[config.mk]
export PLATFORM = sky130hd
export DESIGN_NAME = arnf_filter
export DESIGN_NICKNAME = d
export VERILOG_FILES = /design/src/include/arnf_pkg.sv /design/src/hdl/arnf_filter.sv /design/src/hdl/arnf_rsc_word.sv
export SDC_FILE = /design/constraint.sdc
export NUM_CORES = 1
export LEC_CHECK = 0
export ABC_AREA = 1
export BUFFER_PORTS_ARGS = -buffer_cell sky130_fd_sc_hd__buf_2
export CORE_ASPECT_RATIO = 1.1
export CORE_MARGIN = 5
export CORE_UTILIZATION = 52
export CTS_BUF_LIST = sky130_fd_sc_hd__clkbuf_2 sky130_fd_sc_hd__clkbuf_4 sky130_fd_sc_hd__clkbuf_8
export CTS_CLUSTER_SIZE = 12
export DETAILED_ROUTE_END_ITERATION = 6
export PLACE_DENSITY = 0.8
export SETUP_SLACK_MARGIN = 0.4
export SLEW_MARGIN = 15
export SYNTH_ARGS = -nofsm -noshare
export SYNTH_HDL_FRONTEND = slang
export SYNTH_SLANG_ARGS = --single-unit
export TNS_END_PERCENT = 1
[constraint.sdc]
create_clock -name i_sys_clk -period 4.25 [get_ports i_sys_clk]
set_input_delay 0.2125 -clock i_sys_clk [delete_from_list [all_inputs] [get_ports i_sys_clk]]
set_output_delay 0.2125 -clock i_sys_clk [all_outputs]
set_load 0.02 [all_outputs]
[src/include/arnf_pkg.sv]
package arnf_pkg;
    // ----------------------------------------------------------------
    // register map
    // ----------------------------------------------------------------
    localparam logic [11:0] ARNF_UPPER_SET_OFS   = 12'h100;
    localparam logic [11:0] ARNF_UPPER_CLR_OFS   = 12'h104;
    localparam logic [11:0] ARNF_LOWER_SET_OFS   = 12'h108;
    localparam logic [11:0] ARNF_LOWER_CLR_OFS   = 12'h10C;
    localparam logic [11:0] ARNF_LOCAL_BUS_OFS   = 12'h180;
    localparam logic [11:0] ARNF_STATUS_OFS      = 12'h184;
    localparam int          ARNF_ADDR_W          = 12;
    localparam int          ARNF_DATA_W          = 32;
    localparam logic [31:0] ARNF_FILTER_RST      = 32'h0000_0000;
    localparam logic [9:0]  ARNF_BUS_ID_RST      = 10'h3FF;
    // ----------------------------------------------------------------
    // fields
    // ----------------------------------------------------------------
    localparam int          ARNF_REMOTE_BIT      = 31;
    localparam int          ARNF_UPPER_NODES     = 19;
    localparam int          ARNF_UPPER_BASE      = 32;
    localparam int          ARNF_NODE_W          = 6;
    localparam int          ARNF_BUS_W           = 10;
    localparam int          ARNF_CNT_W           = 16;
    // ----------------------------------------------------------------
    // packet destination contexts
    // ----------------------------------------------------------------
    typedef enum logic [1:0]
    {
        ARNF_CTX_OTHER,
        ARNF_CTX_PHYS,
        ARNF_CTX_REQ_RECEIVE
    } arnf_ctx_t;
endpackage : arnf_pkg

[src/hdl/arnf_filter.sv]
// The plain strobed port was decided locally.
`timescale 1ns/1ps
`default_nettype none
module arnf_filter
    import arnf_pkg::*;
(
    // clock, reset, enable
    input  wire logic                   i_sys_clk,
    input  wire logic                   i_arst_n,
    input  wire logic                   i_ce,
    // register port
    input  wire logic [ARNF_ADDR_W-1:0] i_addr,
    input  wire logic [31:0]            i_wdata,
    input  wire logic                   i_wr,
    input  wire logic                   i_rd,
    output logic      [31:0]            o_rdata,
    // received request
    input  wire logic                   i_req_valid,
    input  wire logic [1:0]             i_req_ctx,
    input  wire logic [ARNF_BUS_W-1:0]  i_req_src_bus,
    input  wire logic [ARNF_NODE_W-1:0] i_req_src_node,
    // decision
    output logic                        o_dec_valid,
    output logic                        o_dec_accept,
    // filter view
    output logic      [31:0]            o_lower_filter,
    output logic      [31:0]            o_upper_filter
);
    // ----------------------------------------------------------------
    // reset release
    // ----------------------------------------------------------------
    logic rst_meta_reg;
    logic rst_sync_reg;

    always_ff @(posedge i_sys_clk or negedge i_arst_n)
    begin
        if (!i_arst_n)
        begin
            rst_meta_reg <= 1'b0;
            rst_sync_reg <= 1'b0;
        end
        else
        begin
            rst_meta_reg <= 1'b1;
            rst_sync_reg <= rst_meta_reg;
        end
    end

    // ----------------------------------------------------------------
    // address decode
    // ----------------------------------------------------------------
    function automatic logic hit(input logic [ARNF_ADDR_W-1:0] a,
                                 input logic [ARNF_ADDR_W-1:0] ofs);
        hit = (a == ofs);
    endfunction : hit

    wire lo_set = i_wr && hit(i_addr, ARNF_LOWER_SET_OFS);
    wire lo_clr = i_wr && hit(i_addr, ARNF_LOWER_CLR_OFS);
    wire hi_set = i_wr && hit(i_addr, ARNF_UPPER_SET_OFS);
    wire hi_clr = i_wr && hit(i_addr, ARNF_UPPER_CLR_OFS);
    wire bus_wr = i_wr && hit(i_addr, ARNF_LOCAL_BUS_OFS);

    // ----------------------------------------------------------------
    // filter words: one shared module so both behave identically
    // ----------------------------------------------------------------
    logic [31:0] lower_val;
    logic [31:0] upper_val;

    arnf_rsc_word u_lower
    (
        .i_sys_clk (i_sys_clk),
        .i_rst_n   (rst_sync_reg),
        .i_ce      (i_ce),
        .i_set     (lo_set),
        .i_clr     (lo_clr),
        .i_data    (i_wdata),
        .o_value   (lower_val)
    );

    arnf_rsc_word u_upper
    (
        .i_sys_clk (i_sys_clk),
        .i_rst_n   (rst_sync_reg),
        .i_ce      (i_ce),
        .i_set     (hi_set),
        .i_clr     (hi_clr),
        .i_data    (i_wdata),
        .o_value   (upper_val)
    );

    // ----------------------------------------------------------------
    // local bus id and counters
    // ----------------------------------------------------------------
    logic [ARNF_BUS_W-1:0] bus_id_reg;
    logic [ARNF_CNT_W-1:0] acc_cnt_reg;
    logic [ARNF_CNT_W-1:0] rej_cnt_reg;
    logic [31:0]           rdata_reg;
    logic                  dvalid_reg;
    logic                  daccept_reg;

    // ----------------------------------------------------------------
    // acceptance
    // ----------------------------------------------------------------
    // 64 node enables: nodes 51 to 62 are held in the upper word but
    // only nodes up to 50 are mapped; 63 is the broadcast id and never enabled
    logic [63:0] node_en;

    genvar g;
    generate
        for (g = 0; g < ARNF_UPPER_NODES; g++)
        begin : g_upper
            assign node_en[ARNF_UPPER_BASE+g] = upper_val[g];
        end
        for (g = ARNF_UPPER_NODES; g < 32; g++)
        begin : g_unmapped
            assign node_en[ARNF_UPPER_BASE+g] = 1'b0;
        end
    endgenerate
    assign node_en[31:0] = lower_val;

    wire filtered  = (i_req_ctx == ARNF_CTX_PHYS)
                  || (i_req_ctx == ARNF_CTX_REQ_RECEIVE);
    wire is_local  = (i_req_src_bus == bus_id_reg);
    wire local_ok  = node_en[i_req_src_node];
    wire remote_ok = upper_val[ARNF_REMOTE_BIT];
    wire accept    = !filtered || (is_local ? local_ok : remote_ok);

    // ----------------------------------------------------------------
    // read mux
    // ----------------------------------------------------------------
    wire rd_lo  = hit(i_addr, ARNF_LOWER_SET_OFS) || hit(i_addr, ARNF_LOWER_CLR_OFS);
    wire rd_hi  = hit(i_addr, ARNF_UPPER_SET_OFS) || hit(i_addr, ARNF_UPPER_CLR_OFS);
    wire rd_bus = hit(i_addr, ARNF_LOCAL_BUS_OFS);
    wire rd_st  = hit(i_addr, ARNF_STATUS_OFS);
    wire [31:0] rmux = rd_lo  ? lower_val
                     : rd_hi  ? upper_val
                     : rd_bus ? {{(32-ARNF_BUS_W){1'b0}}, bus_id_reg}
                     : rd_st  ? {rej_cnt_reg, acc_cnt_reg}
                     : 32'h0000_0000;

    // ----------------------------------------------------------------
    // next values
    // ----------------------------------------------------------------
    // read data is zeroed outside its answer cycle so no stale word leaks out
    wire [ARNF_BUS_W-1:0] bus_id_next  = bus_wr ? i_wdata[ARNF_BUS_W-1:0] : bus_id_reg;
    wire [31:0]           rdata_next   = i_rd ? rmux : 32'h0000_0000;
    wire                  dvalid_next  = i_req_valid;
    wire                  daccept_next = i_req_valid && accept;
    // counters wrap silently; both halves come back in one read
    wire [ARNF_CNT_W-1:0] acc_cnt_next = (i_req_valid && accept)
                                       ? acc_cnt_reg + 1'b1 : acc_cnt_reg;
    wire [ARNF_CNT_W-1:0] rej_cnt_next = (i_req_valid && !accept)
                                       ? rej_cnt_reg + 1'b1 : rej_cnt_reg;

    // ----------------------------------------------------------------
    // local bus id
    // ----------------------------------------------------------------
    always_ff @(posedge i_sys_clk or negedge rst_sync_reg)
    begin
        if (!rst_sync_reg)
            bus_id_reg <= ARNF_BUS_ID_RST;
        else if (i_ce)
            bus_id_reg <= bus_id_next;
    end

    // ----------------------------------------------------------------
    // read data
    // ----------------------------------------------------------------
    always_ff @(posedge i_sys_clk or negedge rst_sync_reg)
    begin
        if (!rst_sync_reg)
            rdata_reg <= 32'h0000_0000;
        else if (i_ce)
            rdata_reg <= rdata_next;
    end

    // ----------------------------------------------------------------
    // decision
    // ----------------------------------------------------------------
    always_ff @(posedge i_sys_clk or negedge rst_sync_reg)
    begin
        if (!rst_sync_reg)
        begin
            dvalid_reg  <= 1'b0;
            daccept_reg <= 1'b0;
        end
        else if (i_ce)
        begin
            dvalid_reg  <= dvalid_next;
            daccept_reg <= daccept_next;
        end
    end

    // ----------------------------------------------------------------
    // event counters
    // ----------------------------------------------------------------
    always_ff @(posedge i_sys_clk or negedge rst_sync_reg)
    begin
        if (!rst_sync_reg)
        begin
            acc_cnt_reg <= '0;
            rej_cnt_reg <= '0;
        end
        else if (i_ce)
        begin
            acc_cnt_reg <= acc_cnt_next;
            rej_cnt_reg <= rej_cnt_next;
        end
    end

    assign o_rdata        = rdata_reg;
    assign o_dec_valid    = dvalid_reg;
    assign o_dec_accept   = daccept_reg;
    assign o_lower_filter = lower_val;
    assign o_upper_filter = upper_val;
endmodule : arnf_filter
`default_nettype wire

[src/hdl/arnf_rsc_word.sv]
`timescale 1ns/1ps
`default_nettype none
module arnf_rsc_word
    import arnf_pkg::*;
(
    // clock and reset
    input  wire logic              i_sys_clk,
    input  wire logic              i_rst_n,
    input  wire logic              i_ce,
    // set and clear strobes with data
    input  wire logic              i_set,
    input  wire logic              i_clr,
    input  wire logic [31:0]       i_data,
    // current value
    output logic      [31:0]       o_value
);
    // ----------------------------------------------------------------
    // read/set/clear word
    // ----------------------------------------------------------------
    logic [31:0] word_reg;
    logic [31:0] word_next;

    // ones set, ones clear, zeros keep; a strobe never hits both ports at once
    assign word_next = i_set ? (word_reg | i_data)
                     : i_clr ? (word_reg & ~i_data) : word_reg;
    assign o_value   = word_reg;

    always_ff @(posedge i_sys_clk or negedge i_rst_n)
    begin
        if (!i_rst_n)
            word_reg <= ARNF_FILTER_RST;
        else if (i_ce)
            word_reg <= word_next;
    end
endmodule : arnf_rsc_word
`default_nettype wire

==> Yosys cells after proc, flatten, opt, wreduce, memory -nomap -nowiden <==
Index checks and enable logic that the tools add are counted.
{ "word_totals": {"mem_count": 0, "ram_bits": 0, "rom_bits": 0, "ff_bits": 142, "latch_bits": 0} }
{ "classes": {"mul": 0, "n_div": 0, "mux": 12, "n_reduce_logical": 20, "n_eq_ne": 9, "magnitude_cmp": 1, "shifts": 0, "n_bitwise": 5, "add_sub_neg": 2} }
{ "op_table": {"columns": ["operator", "n"], "rows": [
  ["$mux W32", 9],
  ["$eq A12 B9 Y1 const B", 6],
  ["$and A32 B32 Y32", 2],
  ["$or A32 B32 Y32", 2],
  ["$add A16 B1 Y16 const B", 2],
  ["$not A32 Y32", 1],
  ["$eq A10 B10 Y1", 1],
  ["$reduce_and A2 Y1", 5],
  ["$logic_and A1 B1 Y1", 7],
  ["$lt A6 B7 Y1 const B", 1],
  ["$bmux W1 S6", 1],
  ["$logic_or A1 B1 Y1", 4],
  ["$reduce_bool A2 Y1", 2],
  ["$eq A2 B1 Y1 const B", 1],
  ["$eq A2 B2 Y1 const B", 1],
  ["$logic_not A1 Y1", 2],
  ["$mux W1", 2]
]} }

==> Depth between registers and ports, before layout <==
{ "depth": {"word_depth": 7, "mapped_depth": 17, "ltp_nobuf": 15} }

==> By module <==
From an unflattened synthesis, not the netlist that was laid out.
{ "unflattened": {"hier_cells": 1112, "area_unflattened_um2": 8730.9} }
{ "modules_own_cells": {"columns": ["module", "area_per_inst_um2", "cells_each", "n_inst", "seq_area_each_um2"], "rows": [
  ["arnf_filter", 5257.5, 752, 1, 1964.4],
  ["arnf_rsc_word", 1736.7, 180, 2, 800.8]
]} }

==> Worst setup path after synthesis <==
OpenSTA, ideal clock, no wires.
{ "synth_path": {"kind": "register to register", "start": "reg bus_id_reg[7]", "end": "reg rej_cnt_reg[10]", "required_ns": 4.133, "stages_incl_launch_ff": 11, "synth_period_minus_slack_ns": 1.718, "setup_ns": 0.117, "t_arrival_ns": 1.601, "n_path_buf": 1, "slack_ns": 2.532, "path_cell_list": "dfstp_2 > xor2_1 > nor2_1 > nand4_1 > nor2_2 > nor2_1 > nor2_4 > nand3_4 > buf_4 > nand2_1 > nand2_1"} }
{ "synth_between": {"elab_chain_len": 6} }
{ "synth_rtl": {"columns": ["item", "line_no", "rtl"], "rows": [
  ["start: declaration", "arnf_filter.sv:94", "logic [ARNF_BUS_W-1:0] bus_id_reg;"],
  ["start signal: assignment", "arnf_filter.sv:163", "bus_id_reg <= bus_id_next;"],
  ["$eq A10 B10 Y1", "arnf_filter.sv:123", "wire is_local = (i_req_src_bus == bus_id_reg);"],
  ["$mux W1", "arnf_filter.sv:126", "wire accept = !filtered || (is_local ? local_ok : remote_ok);"],
  ["$logic_or A1 B1 Y1", "arnf_filter.sv:126", null],
  ["$logic_not A1 Y1", "arnf_filter.sv:152", "wire [ARNF_CNT_W-1:0] rej_cnt_next = (i_req_valid && !accept)"],
  ["$logic_and A1 B1 Y1", "arnf_filter.sv:152", null],
  ["$reduce_and A2 Y1 (no line)", null, null],
  ["end signal: assignment", "arnf_filter.sv:207", "rej_cnt_reg <= rej_cnt_next;"],
  ["end: declaration", "arnf_filter.sv:96", "logic [ARNF_CNT_W-1:0] rej_cnt_reg;"]
]} }
No other way between the ends.
A chain may end at the register's enable or synchronous reset.

==> Final worst setup path <==
{ "layout_path": {"start": "reg bus_id_reg[7]", "end": "reg acc_cnt_reg[4]"} }
{ "layout_between": {"elab_chain_len": 5} }
{ "layout_rtl": {"columns": ["item", "line_no", "rtl"], "rows": [
  ["$eq A10 B10 Y1", "arnf_filter.sv:123", null],
  ["$mux W1", "arnf_filter.sv:126", null],
  ["$logic_or A1 B1 Y1", "arnf_filter.sv:126", null],
  ["$logic_and A1 B1 Y1", "arnf_filter.sv:150", "wire [ARNF_CNT_W-1:0] acc_cnt_next = (i_req_valid && accept)"],
  ["$reduce_and A2 Y1 (no line)", null, null],
  ["end signal: assignment", "arnf_filter.sv:206", "acc_cnt_reg <= acc_cnt_next;"],
  ["end: declaration", "arnf_filter.sv:95", "logic [ARNF_CNT_W-1:0] acc_cnt_reg;"]
]} }
No other way between the ends.

==> run_results.csv <==
group,metric,value,unit
synth,ys_seq_elements,142,
sta,rsz0062_at_grt,"false",
clock_network,clk_pin_slew,0.07,ns
worst_setup_path,slowest_stage,"dfstp_2",
sta,worstMarginPinSlew,1.17,ns
synth,ys_warn_count,0,
worst_setup_path,cp_top_family,"simple AND/OR/NAND/NOR gates",
worst_setup_path,required,4.65,ns
worst_setup_path,worst-path-buf-inv,0,
routing,firstDrtPassIters,5,
finish,num-nets-final,1282,
worst_setup_path,slowest_delay,0.57,ns
worst_setup_path,crit_type,"flop to flop",
finish,layout-drive-gt1-share,18.6,%
floorplanning,die-area,17800,um2
synth,yosysSeqAreaShare,45.2,%
routing,drc,0,
synth,syn_avg_cell_area,7.46,um2
routing,num_vias,7633,
sta,hold_slack,0.0290,ns
global_route,grt_first_pass_wirelength,38300,um
synth,synthCells,1059,
hold_path,min_path_type,"input pin to flop",
sta,fin_worst_skew,0.0136,ns
sta,min_period,2.37,ns
global_route,grt_max_degree,67,
routing,viasPerCell,5.38,
routing,wl_per_cell,16.5,um
clock_network,clockBufferDepth,2,
worst_setup_path,startpoint_type,"flop",
worst_setup_path,arrival,2.77,ns
sta,max_freq,0.421,GHz
worst_setup_path,endpoint_kind,"flop",
floorplanning,die_h,139,um
routing,drtAntennaViolNets,0,
sta,setup_viol,0,
global_route,antenna_found_initial,0,
clock_network,numCtsBuffers,17,
sta,max_slew_margin,22.0,%
clock_network,cts_root_buf,"clkbuf_8",
job,cap_viol_max_count,0,
floorplanning,start_util,52.7,%
worst_setup_path,cp_cell_sequence,"xor2_1 > nor2_1 > nand4_1 > nor2_2 > nor2_1 > nor2_4 > nand2_4 > nand2_4 > nand2_1 > nand2_1",
clock_network,cts_tree,"yes",
floorplanning,die_w,128,um
floorplanning,io_pins,166,
power_and_ir_drop,leakage,4.69,nW
worst_setup_path,cp_max_fo,18,
routing,wl,23400,um
synth,synth_nets,1129,
finish,areaGrowthSynthToFinish,17.6,%
global_route,grt_pass1_vias,7398,
clock_network,cts_resized,0,
floorplanning,core_area,15000,um2
run_status,outcome,"finished, final reports clean",
global_route,track_usage,27.0,%
place,hpwl,17300,um
sta,finalCritPeriodShare,55.9,%
floorplanning,placementRows,47,
clock_network,insertion_delay,0.46,ns
sta,fin_setup_tns,0,ns
sta,hold_viol,0,
clock_network,htreeDepth,4,
routing,drt-initial-drc-count,802,
place,io_buffer_count,165,
place,gp_congestion,1.01,
clock_network,cts_sinks,142,
sta,drv_slew,0,
synth,syn-cell-area,7900,um2
synth,ys_types,34,
power_and_ir_drop,p_per_area,296,nW/um2
global_route,overflow,0,
finish,antenna_cells,0,
power_and_ir_drop,vdd_drop_max,151,uV
power_and_ir_drop,fin_total_pwr,2.75,mW
-- metrics by stage --
stage	instance area [um2]	setup slack [ns]	utilization, %	cells
final	9290	1.88	61.9	1420
after global routing	9290	1.68	61.9	1420
after CTS	9290	1.90	61.9	1420
after detailed placement	8790	1.68	58.6	1380
after global placement	8790	1.72	58.6	1380
after floorplan	7900	1.90	-	1059
-- per-layer routing --
metal | wire, um | part of all wire, % | track usage, % | vias up
met4 | 800 | 3.4 | 11.0 | 0
met2 | 10500 | 45 | 39.8 | 317
met5 | 0 | 0 | 0 | -
li1 | - | - | - | 3672
met3 | 1680 | 7.2 | 5.56 | 62
met1 | 10400 | 44 | 39.0 | 3582
-- worst reg2reg max path, stage by stage, from the launching register on --
cell     delay [ns]
dfstp_2        0.57
xor2_1         0.07
nor2_1         0.12
nand4_1        0.11
nor2_2         0.24
nor2_1         0.13
nor2_4         0.43
nand2_4        0.24
nand2_4        0.23
nand2_1        0.10
nand2_1        0.07
-- logic make-up after synthesis --
group           count (synthesis)  synth area share (%)
compound gates                134                  10.4
xor+xnor                       38                  4.21
fa+ha+maj                       2                 0.317
buf+inv                       206                  10.5
flops                         142                  45.2
mux                            12                  1.55
other cells                     1                0.0475
simple gates                  524                  27.8
-- placed cells by master (no fill, tap or decap) --
cell type	n
nand2_1	338
buf_2	165
inv_1	155
dfrtp_1	131
nor2_1	77
nand3_1	60
o21ai_0	49
a21oi_1	32
xor2_1	31
nand4_1	22
o221ai_1	22
clkbuf_8	18
o211ai_1	13
nor3_1	12
o2111ai_1	10
mux2i_1	10
dfstp_2	10
dlygate4sd3_1	9
xnor2_1	7
o21ai_1	7
clkbuf_4	6
buf_4	5
clkinv_1	4
nand2_2	3
nor2_4	3
nor4_1	3
clkinv_2	3
bufinv_16	3
inv_2	2
nor2_2	2
nand3_4	2
nand2_4	2
mux2_2	2
ha_1	2
a31oi_1	1
clkinv_4	1
conb_1	1
dfrtp_4	1
-- path summary, 6_finish.rpt --
path | startpoint | to | slack [ns] | cells past startpoint
max in group asynchronous | rst_sync_reg | bus_id_reg[7] | 2.72 | 1
min in group asynchronous | i_arst_n | rst_sync_reg | 0.06 | 2
worst min-delay path | i_wdata[8] | bus_id_reg[8] | 0.03 | 3
worst min register to register | rst_meta_reg | rst_sync_reg | 0.36 | 0
worst max-delay path | bus_id_reg[7] | acc_cnt_reg[4] | 1.88 | 10
worst max register to register | bus_id_reg[7] | acc_cnt_reg[4] | 1.88 | 10
-- where the power goes --
part	internal (mW)	total [mW]	switching, mW
clock network	0.630	1.13	0.500
registers	1.37	1.41	0.0383
logic	0.0709	0.206	0.135
-- area by class of cell --
type                       count  area, um2
clock buffer                  24        293
clock inverter                 7        114
fill                        1362       5710
inverter                     161        604
multi-input combinational    711       3510
sequential                   142       3570
tap                          196        245
timing repair buffer         179        953
-- synth_stat cells (all sizes together) --
| cell type | number | share of area (%) |
|---|---|---|
| dfrtp | 132 | 42 |
| conb | 1 | 0.047 |
| clkbuf | 28 | 1.3 |
| nand3 | 62 | 4.2 |
| xnor2 | 7 | 0.78 |
| xor2 | 31 | 3.4 |
| o21ai | 56 | 3.5 |
| nor3 | 12 | 0.76 |
| mux2 | 2 | 0.29 |
| nor2 | 82 | 4.2 |
| o2111ai | 10 | 1.1 |
| inv | 157 | 7.5 |
| nor4 | 3 | 0.24 |
| mux2i | 10 | 1.3 |
| nand4 | 22 | 1.7 |
| o221ai | 22 | 2.4 |
| o211ai | 13 | 1.2 |
| a21oi | 32 | 2.0 |
| ha | 2 | 0.32 |
| dfstp | 10 | 3.3 |
| a31oi | 1 | 0.079 |
| nand2 | 343 | 17 |
| clkinv | 4 | 0.19 |
| buf | 17 | 1.5 |
-- what timing repair did --
action | in CTS | in global routing
hold endpoints to repair | 10 | 0
buffers inserted | 0 | 0
hold buffers | 9 | 0
No activity file was read; power rests on OpenSTA's default activity.
